**src/rtl/epa_pkg.sv**
```systemverilog
package epa_pkg;
    // Register map
    localparam int EPA_ADDR_W = 12;
    localparam logic [EPA_ADDR_W-1:0] EPA_PARTNER_ABILITY_OFS = 12'h1d4;
    localparam int EPA_DATA_W = 32;
    localparam int EPA_SERIAL_W = 16;

    // Field positions of the partner ability word
    localparam int EPA_NEXT_PAGE_BIT = 15;
    localparam int EPA_ACK_BIT = 14;
    localparam int EPA_REMOTE_FAULT_BIT = 13;
    localparam int EPA_RSVD12_BIT = 12;
    localparam int EPA_ASYM_PAUSE_BIT = 11;
    localparam int EPA_SYM_PAUSE_BIT = 10;
    localparam int EPA_T4_BIT = 9;
    localparam int EPA_ABIL_MSB = 8;
    localparam int EPA_ABIL_LSB = 5;
    localparam int EPA_SEL_MSB = 4;
    localparam int EPA_SEL_LSB = 0;

    // Fixed field values
    localparam logic EPA_NEXT_PAGE_VAL = 1'h0;
    localparam logic EPA_ACK_VAL = 1'h1;
    localparam logic EPA_REMOTE_FAULT_VAL = 1'h0;
    localparam logic EPA_RSVD_VAL = 1'h0;
    localparam logic EPA_T4_VAL = 1'h0;
    localparam logic [4:0] EPA_SEL_8023 = 5'h01;

    // Speed and duplex ability codes, bits 8..5
    localparam logic [3:0] EPA_ABIL_10_FD = 4'h2;
    localparam logic [3:0] EPA_ABIL_100_FD = 4'h8;
    localparam logic [3:0] EPA_ABIL_10_HD = 4'h1;
    localparam logic [3:0] EPA_ABIL_100_HD = 4'h4;
    localparam logic [3:0] EPA_ABIL_NONE = 4'h0;

    // Reset values
    localparam logic [EPA_DATA_W-1:0] EPA_RDATA_RST = 32'h0000_0000;
    localparam logic EPA_STRAP_RST = 1'h0;
endpackage

```
**src/rtl/epa_partner_ability.sv**
```systemverilog
// Operation
// - Read-only register at 0x1D4, writes ignored
// - Bits 31:16 padding; serial view 16 bits
// - Next page bit 15 reads zero
// - Acknowledge bit 14 reads one
// - Remote fault bit 13 reads zero
// - 100BASE-T4 bit 9 reads zero
// - Selector bits 4:0 read 00001
// - Pause none->none, symmetric->symmetric
// - Asym->both set; both->asym only
// - Pin equals polarity: full duplex by speed
// - Pin differs polarity: half duplex by speed
// - Bits 8:5 also depend on negotiation success
// - Straps captured once at reset release
// - Local pause reset value from flow strap
// - No common ability bits means negotiation failed
module epa_partner_ability (
    input wire logic i_core_clk,
    input wire logic i_rst_b,
    input wire logic i_reg_rd,
    input wire logic i_reg_wr,
    input wire logic [epa_pkg::EPA_ADDR_W-1:0] i_reg_addr,
    input wire logic [15:0] i_local_advertisement_register,
    input wire logic i_duplex_pin,
    input wire logic i_duplex_pol_strap,
    input wire logic i_speed_strap,
    input wire logic i_manual_flow_control_strap,
    output logic [epa_pkg::EPA_DATA_W-1:0] o_reg_rdata,
    output logic [epa_pkg::EPA_SERIAL_W-1:0] o_reg_rdata_serial,
    output logic o_reg_rvalid,
    output logic o_partner_an_able,
    output logic o_local_sym_pause_reset,
    output logic o_straps_valid
);
    import epa_pkg::*;

    ////////////////////////////////////////////////////////////////////
    // Functions

    // Speed and duplex ability offered by the emulated partner
    // Pin level is live; polarity and speed are straps
    function automatic logic [3:0] default_ability(
        input logic duplex_level,
        input logic polarity,
        input logic fast
    );
        logic match;
        logic [3:0] code;
        match = (duplex_level == polarity);
        code = EPA_ABIL_NONE;
        case ({match, fast})
            2'h3: begin
                // Full duplex at 100 Mb/s
                code = EPA_ABIL_100_FD;
            end
            2'h2: begin
                // Full duplex at 10 Mb/s
                code = EPA_ABIL_10_FD;
            end
            2'h1: begin
                // Half duplex at 100 Mb/s
                code = EPA_ABIL_100_HD;
            end
            2'h0: begin
                // Half duplex at 10 Mb/s
                code = EPA_ABIL_10_HD;
            end
            default: begin
                code = EPA_ABIL_NONE;
            end
        endcase
        return code;
    endfunction

    // Shared ability check between local and partner
    // No shared bit means negotiation failed
    function automatic logic abilities_overlap(
        input logic [3:0] own_abil,
        input logic [3:0] peer_abil
    );
        logic [3:0] common;
        common = own_abil & peer_abil;
        return |common;
    endfunction

    // Partner pause answer as {asymmetric, symmetric}
    // The partner always grants what the local side asks
    function automatic logic [1:0] partner_pause(
        input logic local_asym_bit,
        input logic local_sym_bit
    );
        logic [1:0] pause;
        pause = 2'h0;
        case ({local_asym_bit, local_sym_bit})
            2'h0: begin
                // No flow control: none offered
                pause = 2'h0;
            end
            2'h1: begin
                // Symmetric asked: symmetric offered
                pause = 2'h1;
            end
            2'h2: begin
                // Asymmetric towards switch: both offered
                pause = 2'h3;
            end
            2'h3: begin
                // Asymmetric towards MAC: asymmetric only
                pause = 2'h2;
            end
            default: begin
                pause = 2'h0;
            end
        endcase
        return pause;
    endfunction

    // Sixteen-bit partner ability word
    // Fixed fields, then pause, ability and selector
    function automatic logic [EPA_SERIAL_W-1:0] partner_word_of(
        input logic [1:0] pause,
        input logic [3:0] abil
    );
        logic [EPA_SERIAL_W-1:0] word;
        word = '0;
        word[EPA_NEXT_PAGE_BIT] = EPA_NEXT_PAGE_VAL;
        word[EPA_ACK_BIT] = EPA_ACK_VAL;
        word[EPA_REMOTE_FAULT_BIT] = EPA_REMOTE_FAULT_VAL;
        word[EPA_RSVD12_BIT] = EPA_RSVD_VAL;
        word[EPA_ASYM_PAUSE_BIT] = pause[1];
        word[EPA_SYM_PAUSE_BIT] = pause[0];
        word[EPA_T4_BIT] = EPA_T4_VAL;
        word[EPA_ABIL_MSB:EPA_ABIL_LSB] = abil;
        word[EPA_SEL_MSB:EPA_SEL_LSB] = EPA_SEL_8023;
        return word;
    endfunction

    // Thirty-two-bit answer for one taken read
    // Upper half is padding; unmapped offsets read zero
    function automatic logic [EPA_DATA_W-1:0] read_word(
        input logic hit,
        input logic [EPA_SERIAL_W-1:0] word
    );
        logic [EPA_DATA_W-1:0] data;
        data = EPA_RDATA_RST;
        if (hit) begin
            data = {16'h0000, word};
        end
        return data;
    endfunction

    ////////////////////////////////////////////////////////////////////
    // Strap capture state
    logic captured;
    logic duplex_pol;
    logic speed_sel;
    logic local_sym_rst;
    logic next_captured;
    logic next_duplex_pol;
    logic next_speed_sel;
    logic next_local_sym_rst;

    // Capture straps on the first edge after reset release only
    // Later strap changes are ignored until the next reset
    always_comb begin
        next_captured = 1'h1;
        next_duplex_pol = duplex_pol;
        next_speed_sel = speed_sel;
        next_local_sym_rst = local_sym_rst;
        if (!captured) begin
            // Duplex polarity and speed for the partner
            next_duplex_pol = i_duplex_pol_strap;
            next_speed_sel = i_speed_strap;
            // Low flow control strap asks for symmetric pause
            next_local_sym_rst = ~i_manual_flow_control_strap;
        end
    end

    // Strap registers; cleared while reset is low
    always_ff @(posedge i_core_clk or negedge i_rst_b) begin
        if (!i_rst_b) begin
            // Nothing captured yet
            captured <= 1'h0;
            duplex_pol <= EPA_STRAP_RST;
            speed_sel <= EPA_STRAP_RST;
            local_sym_rst <= EPA_STRAP_RST;
        end else begin
            // Captured values hold once taken
            captured <= next_captured;
            duplex_pol <= next_duplex_pol;
            speed_sel <= next_speed_sel;
            local_sym_rst <= next_local_sym_rst;
        end
    end

    ////////////////////////////////////////////////////////////////////
    // Emulated partner word

    // Live local advertisement fields
    logic local_sym;
    logic local_asym;
    logic [3:0] local_abil;

    // Partner answer pieces
    logic [3:0] default_abil;
    logic an_ok;
    logic [1:0] pause_bits;
    logic [3:0] partner_abil;
    logic [15:0] partner_word;

    // Split the live local advertisement into fields
    // Bits outside pause and ability are not used here
    assign local_sym = i_local_advertisement_register[EPA_SYM_PAUSE_BIT];
    assign local_asym = i_local_advertisement_register[EPA_ASYM_PAUSE_BIT];
    assign local_abil = i_local_advertisement_register[EPA_ABIL_MSB:EPA_ABIL_LSB];

    // Default ability from the live pin and captured straps
    // A pin change shows on the next read without reset
    assign default_abil = default_ability(i_duplex_pin, duplex_pol, speed_sel);

    // Negotiation fails with no shared ability bit
    assign an_ok = abilities_overlap(local_abil, default_abil);

    // Pause answer follows the local request
    assign pause_bits = partner_pause(local_asym, local_sym);

    // Failed negotiation leaves no speed or duplex bit
    assign partner_abil = an_ok ? default_abil : EPA_ABIL_NONE;

    // Assemble the 16-bit partner view
    // Rebuilt every cycle; only a taken read registers it
    assign partner_word = partner_word_of(pause_bits, partner_abil);

    ////////////////////////////////////////////////////////////////////
    // Read port; writes are never decoded

    // Request decode
    logic read_taken;
    logic addr_hit;

    // Registered answer and status
    logic [EPA_DATA_W-1:0] rdata;
    logic rvalid;
    logic an_able;

    // Next values
    logic [EPA_DATA_W-1:0] next_rdata;
    logic next_rvalid;
    logic next_an_able;

    // A read is taken only with no write beside it
    // Write with read is dropped without notice
    assign read_taken = i_reg_rd & ~i_reg_wr;

    // Only the partner ability offset maps
    assign addr_hit = (i_reg_addr == EPA_PARTNER_ABILITY_OFS);

    // Next read data, answer strobe and negotiation flag
    always_comb begin
        next_rvalid = read_taken;
        next_rdata = rdata;
        next_an_able = an_ok;
        // Data holds until the next taken read
        if (read_taken) begin
            next_rdata = read_word(addr_hit, partner_word);
        end
    end

    // Read registers; reads change no other state
    always_ff @(posedge i_core_clk or negedge i_rst_b) begin
        if (!i_rst_b) begin
            // No answer pending after reset
            rdata <= EPA_RDATA_RST;
            rvalid <= 1'h0;
            an_able <= 1'h0;
        end else begin
            // Strobe lasts one cycle; data holds
            rdata <= next_rdata;
            rvalid <= next_rvalid;
            an_able <= next_an_able;
        end
    end

    ////////////////////////////////////////////////////////////////////
    // Outputs, each straight from a flip-flop

    // Read answer
    assign o_reg_rdata = rdata;
    // Serial view is the low half
    assign o_reg_rdata_serial = rdata[EPA_SERIAL_W-1:0];
    // One-cycle answer strobe
    assign o_reg_rvalid = rvalid;

    // Negotiation outcome, lagging one cycle
    assign o_partner_an_able = an_able;

    // Reset value for the local symmetric pause bit
    assign o_local_sym_pause_reset = local_sym_rst;
    // Captured once per reset
    assign o_straps_valid = captured;
endmodule

```
**config.mk**
```make
export PLATFORM = sky130hd
export DESIGN_NAME = epa_partner_ability
export DESIGN_NICKNAME = d
export VERILOG_FILES = /design/src/rtl/epa_pkg.sv /design/src/rtl/epa_partner_ability.sv
export SDC_FILE = /design/constraint.sdc
export NUM_CORES = 1
export LEC_CHECK = 0
export BUFFER_PORTS_ARGS = -buffer_cell sky130_fd_sc_hd__buf_2
export CAP_MARGIN = 30
export CORE_AREA = 2 2 53 55
export CTS_BUF_LIST = sky130_fd_sc_hd__clkbuf_16
export CTS_CLUSTER_SIZE = 20
export DETAILED_ROUTE_END_ITERATION = 10
export DIE_AREA = 0 0 55 57
export GPL_TIMING_DRIVEN = 0
export PLACE_DENSITY_LB_ADDON = 0.08
export SLEW_MARGIN = 10
export SYNTH_ARGS = -nofsm -noshare
export SYNTH_HDL_FRONTEND = slang
export SYNTH_SLANG_ARGS = --single-unit
```
**constraint.sdc**
```tcl
create_clock -name i_core_clk -period 1.9 [get_ports i_core_clk]
set_input_delay 0.095 -clock i_core_clk [delete_from_list [all_inputs] [get_ports i_core_clk]]
set_output_delay 0.095 -clock i_core_clk [all_outputs]
set_load 0.02 [all_outputs]
```
# After elaboration in Yosys (flattened, before gate mapping)
# Cells that the tools add are included.
[classes]
bitwise = 4
n_eq_ne = 8
mux = 4
reduce_logical = 3
[ops]
columns = ["cell", "n"]
rows = [
  ["$pmux 4 s4", 1],
  ["$mux 15", 1],
  ["$eq 12x9->1 const B", 1],
  ["$eq 2x2->1 const B", 4],
  ["$pmux 2 s4", 1],
  ["$and 4x4->4", 1],
  ["$eq 2x1->1 const B", 2],
  ["$logic_not 2->1", 2],
  ["$mux 4", 1],
  ["$reduce_or 4->1", 1],
  ["$not 1->1", 2],
  ["$and 1x1->1", 1],
  ["$eq 1x1->1", 1],
]
[word_totals]
word_cells = 26
out_inout_bits = 52
regBits = 38
input_bits = 36

# Depth between registers and ports, before layout
[depth]
ltp_word = 7
depth_mapped = 5
depth_no_buf = 5

# Worst setup path before layout
# No wires, ideal clock.
[synth_path]
kind = "flip-flop to flip-flop"
from = "register duplex_pol"
to = "register an_able (netlist: o_partner_an_able)"
path_buffers = 0
required_time_ns = 1.761
synth_period_minus_slack_ns = 1.270
path_stages_with_launch = 3
setup_time_ns = 0.139
path_slack_ns = 0.630
arrival_time_ns = 1.132
cell_sequence = "dfrtp_1 -> xnor2_1 -> mux4_2"
[synth_between]
elab_chain_cells = 5
elab_cells_between_ends = 8
classes_between = "4 x eq/ne; 1 x mux; 1 x bitwise; 2 x reduce/logical"
[synth_lines]
columns = ["item", "line", "text"]
rows = [
  ["from (decl)", "epa_partner_ability.sv:155", "logic duplex_pol;"],
  ["from (signal assigned)", "epa_partner_ability.sv:190", "duplex_pol <= next_duplex_pol;"],
  ["$eq 1x1->1 (*)", "epa_partner_ability.sv:49", "match = (duplex_level == polarity);"],
  ["$eq 2x1->1 (tied with other cells)", "epa_partner_ability.sv:51", "case ({match, fast})"],
  ["$pmux 4 s4 (*)", "epa_partner_ability.sv:51", ""],
  ["$and 4x4->4 (*)", "epa_partner_ability.sv:82", "common = own_abil & peer_abil;"],
  ["$reduce_or 4->1 (*)", "epa_partner_ability.sv:83", "return |common;"],
  ["via an_ok", "epa_partner_ability.sv:206", "logic an_ok;"],
  ["to (signal assigned)", "epa_partner_ability.sv:280", "an_able <= next_an_able;"],
  ["to (decl)", "epa_partner_ability.sv:244", "logic an_able;"],
]
# The timed path passes the listed nets; every way through them passes the cells marked *.
# A chain may end at the register's enable or synchronous reset.

# Final worst setup path
[layout_path]
from = "register duplex_pol"
to = "register rdata[8] (netlist: o_reg_rdata[8])"
[layout_between]
elab_chain_cells = 7
elab_cells_between_ends = 10
classes_between = "4 x eq/ne; 3 x mux; 1 x bitwise; 2 x reduce/logical"
[layout_lines]
columns = ["item", "line", "text"]
rows = [
  ["$eq 1x1->1 (*)", "epa_partner_ability.sv:49", ""],
  ["$eq 2x1->1 (tied with other cells)", "epa_partner_ability.sv:51", ""],
  ["$pmux 4 s4 (*)", "epa_partner_ability.sv:51", ""],
  ["$and 4x4->4", "epa_partner_ability.sv:82", ""],
  ["$reduce_or 4->1", "epa_partner_ability.sv:83", ""],
  ["$mux 4 (*)", "epa_partner_ability.sv:228", "assign partner_abil = an_ok ? default_abil : EPA_ABIL_NONE;"],
  ["$mux 15 (*)", "epa_partner_ability.sv:146", "if (hit) begin"],
  ["to (signal assigned)", "epa_partner_ability.sv:278", "rdata <= next_rdata;"],
  ["to (decl)", "epa_partner_ability.sv:242", "logic [EPA_DATA_W-1:0] rdata;"],
]
# Every way passes the cells marked *; elsewhere a longest branch is shown, timed or not.

==> results.md <==
### Outcome
- status: complete, no violations

### Drt
- ANT nets after route: 0
- wire per inst: 8.762 microns
- First-pass DRT Iterations: 4
- via count: 762
- Avg Vias per Cell: 3.772
- Total Routed Length: 1770 microns
- DRC violation count after routing: 0
- DRT iter0 DRCs: 3

### Final layout
- utilization of the core after routing: 54.26%
- Diodes inserted: 0
- share of post-route cells with drive strength above 1: 59.06%
- fin cells: 202
- layout filler cell count: 267
- area grow syn2layout: 49.41%
- fin nets: 211

### Worst setup path
- Worst Setup End Kind: flop
- element type at the critical path start: flop
- kind of critical path: flop to flop
- number of buffer and inverter instances along the worst setup path: 0
- CP peak stage delay: 0.42 ns
- Worst Path Arrival: 1.57 ns
- CP required: 2.07 ns
- family of cells with the greatest summed delay on the critical path: simple AND/OR/NAND/NOR gates
- launch instance of the worst register-to-register path: duplex_pol
- capture instance of the worst register-to-register path: o_reg_rdata[8]
- crit path cell chain: xnor2_1 -> nor4b_1 -> a32o_2
- crit path max-delay cell type: sky130_fd_sc_hd__nor4b_1
- cells on worst reg2reg path: 3
- maximum net fanout on the critical path: 3
- register-to-register setup slack: 0.50 ns

### GRT
- initial antenna violation count: 0
- all-layer global routing usage: 11.13%
- vias in the first global route: 641
- global route total overflow: 0
- maximum number of pins on one net before global-route repair: 14
- wire length of the first global-routing pass: 2553 microns

### Placement
- Cells after DPL: 197
- hpwl dp: 1498 microns
- Placement Setup Slack: 0.4885 ns
- final estimated routing congestion in global placement: 0.7675
- number of I/O port buffers: 45

### Pwr
- switching fraction of total power: 25.56%
- clock network fraction of total power: 43.3%
- switching pwr: 0.0002268 W
- Worst VDD drop: 0.5356 mV
- Internal: 0.0006605 W
- total power divided by cell area: 625.4 nW/um^2
- Leakage Power: 0.9049 nW
- Logic pwr share: 23.5%
- sequential cell fraction of total power: 33.2%

### Clock tree
- clock tree from TritonCTS: done
- number of buffers between clock root and the deepest sink: 2
- setup bufs post-CTS: 0
- clock net sink count: 13
- Num CTS Buffers: 3
- source-to-sink clock delay at the later pin of the worst-skew pair: 0.24 ns
- number of levels in the clock H-tree: 1
- number of gates given a new drive strength after cts: 0
- cell at the root of the clock tree: sky130_fd_sc_hd__clkbuf_16
- clock slew at the register clock pins of the worst setup and hold paths: 0.04 ns
- CTS hold repair buffers: 1

### Die
- top-level I/O count: 88
- horizontal die dimension: 55 microns
- initial core utilization: 36.32%
- Die Footprint: 3135 sq um
- height of the chip: 57 microns
- Core ar.: 2615 sq um
- row cnt: 19

### Hold path
- hold-critical path endpoint: o_local_sym_pause_reset
- WHS Path Cells: 2
- class of the tightest hold or removal check: primary input to flop
- start point of the worst min-delay path: i_manual_flow_control_strap

### STA
- setup repair after global routing missed its margin: false
- shortest period the worst path allows: 1.399 ns
- portion of the clock cycle consumed by the worst path in the final layout: 73.61%
- Peak Freq: 715.1 MHz
- final sum of negative setup slack: 0 ns
- final worst setup slack: 0.5015 ns
- final number of setup-violating endpoints: 0
- number of hold-slack violations in the final timing report: 0
- clock skew: 0.0005812 ns
- number of max-slew violations in the final report: 0

### Synth
- prevailing post-synth register cell: sky130_fd_sc_hd__dfrtp_1
- most area-hungry cell type in the Yosys netlist: sky130_fd_sc_hd__dfrtp_1
- yosys synthesis warning count: 0
- Avg Cell Area, Syn: 10.55 sq um
- EDFF count, synth: 0
- proportion of synthesized chip area in sequential cells: 34.26%
- main area contributors after synthesis: sky130_fd_sc_hd__dfrtp_1 (34%), sky130_fd_sc_hd__buf_4 (32%), sky130_fd_sc_hd__a32o_2 (4.7%), sky130_fd_sc_hd__ha_1 (4.0%), sky130_fd_sc_hd__nand4b_4 (2.5%)
- post-synthesis instance total: 90
- total of flip-flops plus latches after synthesis: 13
- commonest cells in the netlist: sky130_fd_sc_hd__buf_4 (41), sky130_fd_sc_hd__dfrtp_1 (13), sky130_fd_sc_hd__a32o_2 (4)
- area share of the largest cell type after synthesis: 34.26%
- number of library cell types mapped by synthesis: 25
- area of the mapped netlist: 949.7 sq um
- most common cell in the synthesized netlist: sky130_fd_sc_hd__buf_4
- Synth async-reset ratio: 100.0%

### Flow run
- max capacitance violation total: 0

[power groups by stage]
stage	clock network (W)	registers [W]	logic (W)
finish	0.000384	0.000295	0.000209
global route	0.000407	0.000296	0.000229
CTS	0.000389	0.000295	0.000208
detailed placement	0	0.000299	0.000206
global placement	0	0.000299	0.000203
floorplan	0	0.000309	0.000147
[worst max-delay path by stage]
stage / from / endpoint / slack [ns] / cells past startpoint
5_1_grt: duplex_pol / o_reg_rdata[8] / 0.41 / 3
3_5_place_dp: duplex_pol / o_reg_rdata[8] / 0.49 / 3
3_3_place_gp: duplex_pol / o_reg_rdata[8] / 0.53 / 3
2_1_floorplan: duplex_pol / o_partner_an_able / 0.63 / 2
4_1_cts: duplex_pol / o_reg_rdata[8] / 0.48 / 3
6_report: duplex_pol / o_reg_rdata[8] / 0.50 / 3
[state kept, by name, indices dropped and copies added, names as in the netlist]
signal and cells:
o_reg_rdata 7, o_reg_rvalid 1, duplex_pol 1, o_partner_an_able 1
o_straps_valid 1, speed_sel 1, o_local_sym_pause_reset 1
[layout by cell type, fill, tap and decap left out, types with 2 or more instances in the layout]
cell type and count:
sky130_fd_sc_hd__a32o_1 2, sky130_fd_sc_hd__clkbuf_16 3, sky130_fd_sc_hd__mux2i_1 2, sky130_fd_sc_hd__conb_1 33, sky130_fd_sc_hd__buf_2 47, sky130_fd_sc_hd__dfrtp_1 13, sky130_fd_sc_hd__nor2_1 3, sky130_fd_sc_hd__a32o_2 4
sky130_fd_sc_hd__ha_1 3, sky130_fd_sc_hd__buf_4 41, sky130_fd_sc_hd__inv_1 4
[worst register-to-register path: cells and delay by family, from the launching register on]
| family | cells | cell delay [ns] |
|---|---|---|
| AOI/OAI and AO/OA | 1 | 0.24 |
| xor gates and xnor gates | 1 | 0.29 |
| and+or+nand+nor | 1 | 0.42 |
| DFF | 1 | 0.38 |
[kinds of logic after synthesis]
| logic type | Yosys count | share of synthesized area, % |
|---|---|---|
| AOI/OAI and AO/OA | 8 | 8.300 |
| xor gates and xnor gates | 1 | 0.9224 |
| adders and majority gates | 3 | 3.953 |
| buffers and inverters | 47 | 35.05 |
| DFF | 13 | 34.26 |
| muxes | 5 | 6.851 |
| other | 2 | 0.7908 |
| and+or+nand+nor | 11 | 9.881 |
[through the flow]
stage	total power [W]	cell area, sq um	hold WS [ns]
after floorplan	0.0004565	1066	-0.2006
after CTS	0.0008919	1419	0.05612
after global routing	0.0009310	1419	0.08412
final	0.0008873	1419	0.05723
after detailed placement	0.0005053	1330	-0.002816
after global placement	0.0005017	1330	-0.009036
[final cells by class]
class	instances	area, sq um	area share [%]
buffer	43	317.8	22.40
inverter	4	15.01	1.058
clock inverter	1	3.754	0.2646
tap	31	38.79	2.734
sequential	13	325.3	22.93
clock buffer	3	75.07	5.291
timing repair buffer	46	235.2	16.58
multi-input combinational	61	407.9	28.75
[routing by layer]
layer	GRT usage (%)	vias up	part of all wire, %
met4	4.181	0	0.79
met3	2.356	2	11
met1	11.64	328	35
li1	-	392	-
met2	20.75	40	53
met5	0	-	0
No activity file was read; power rests on OpenSTA's default activity.
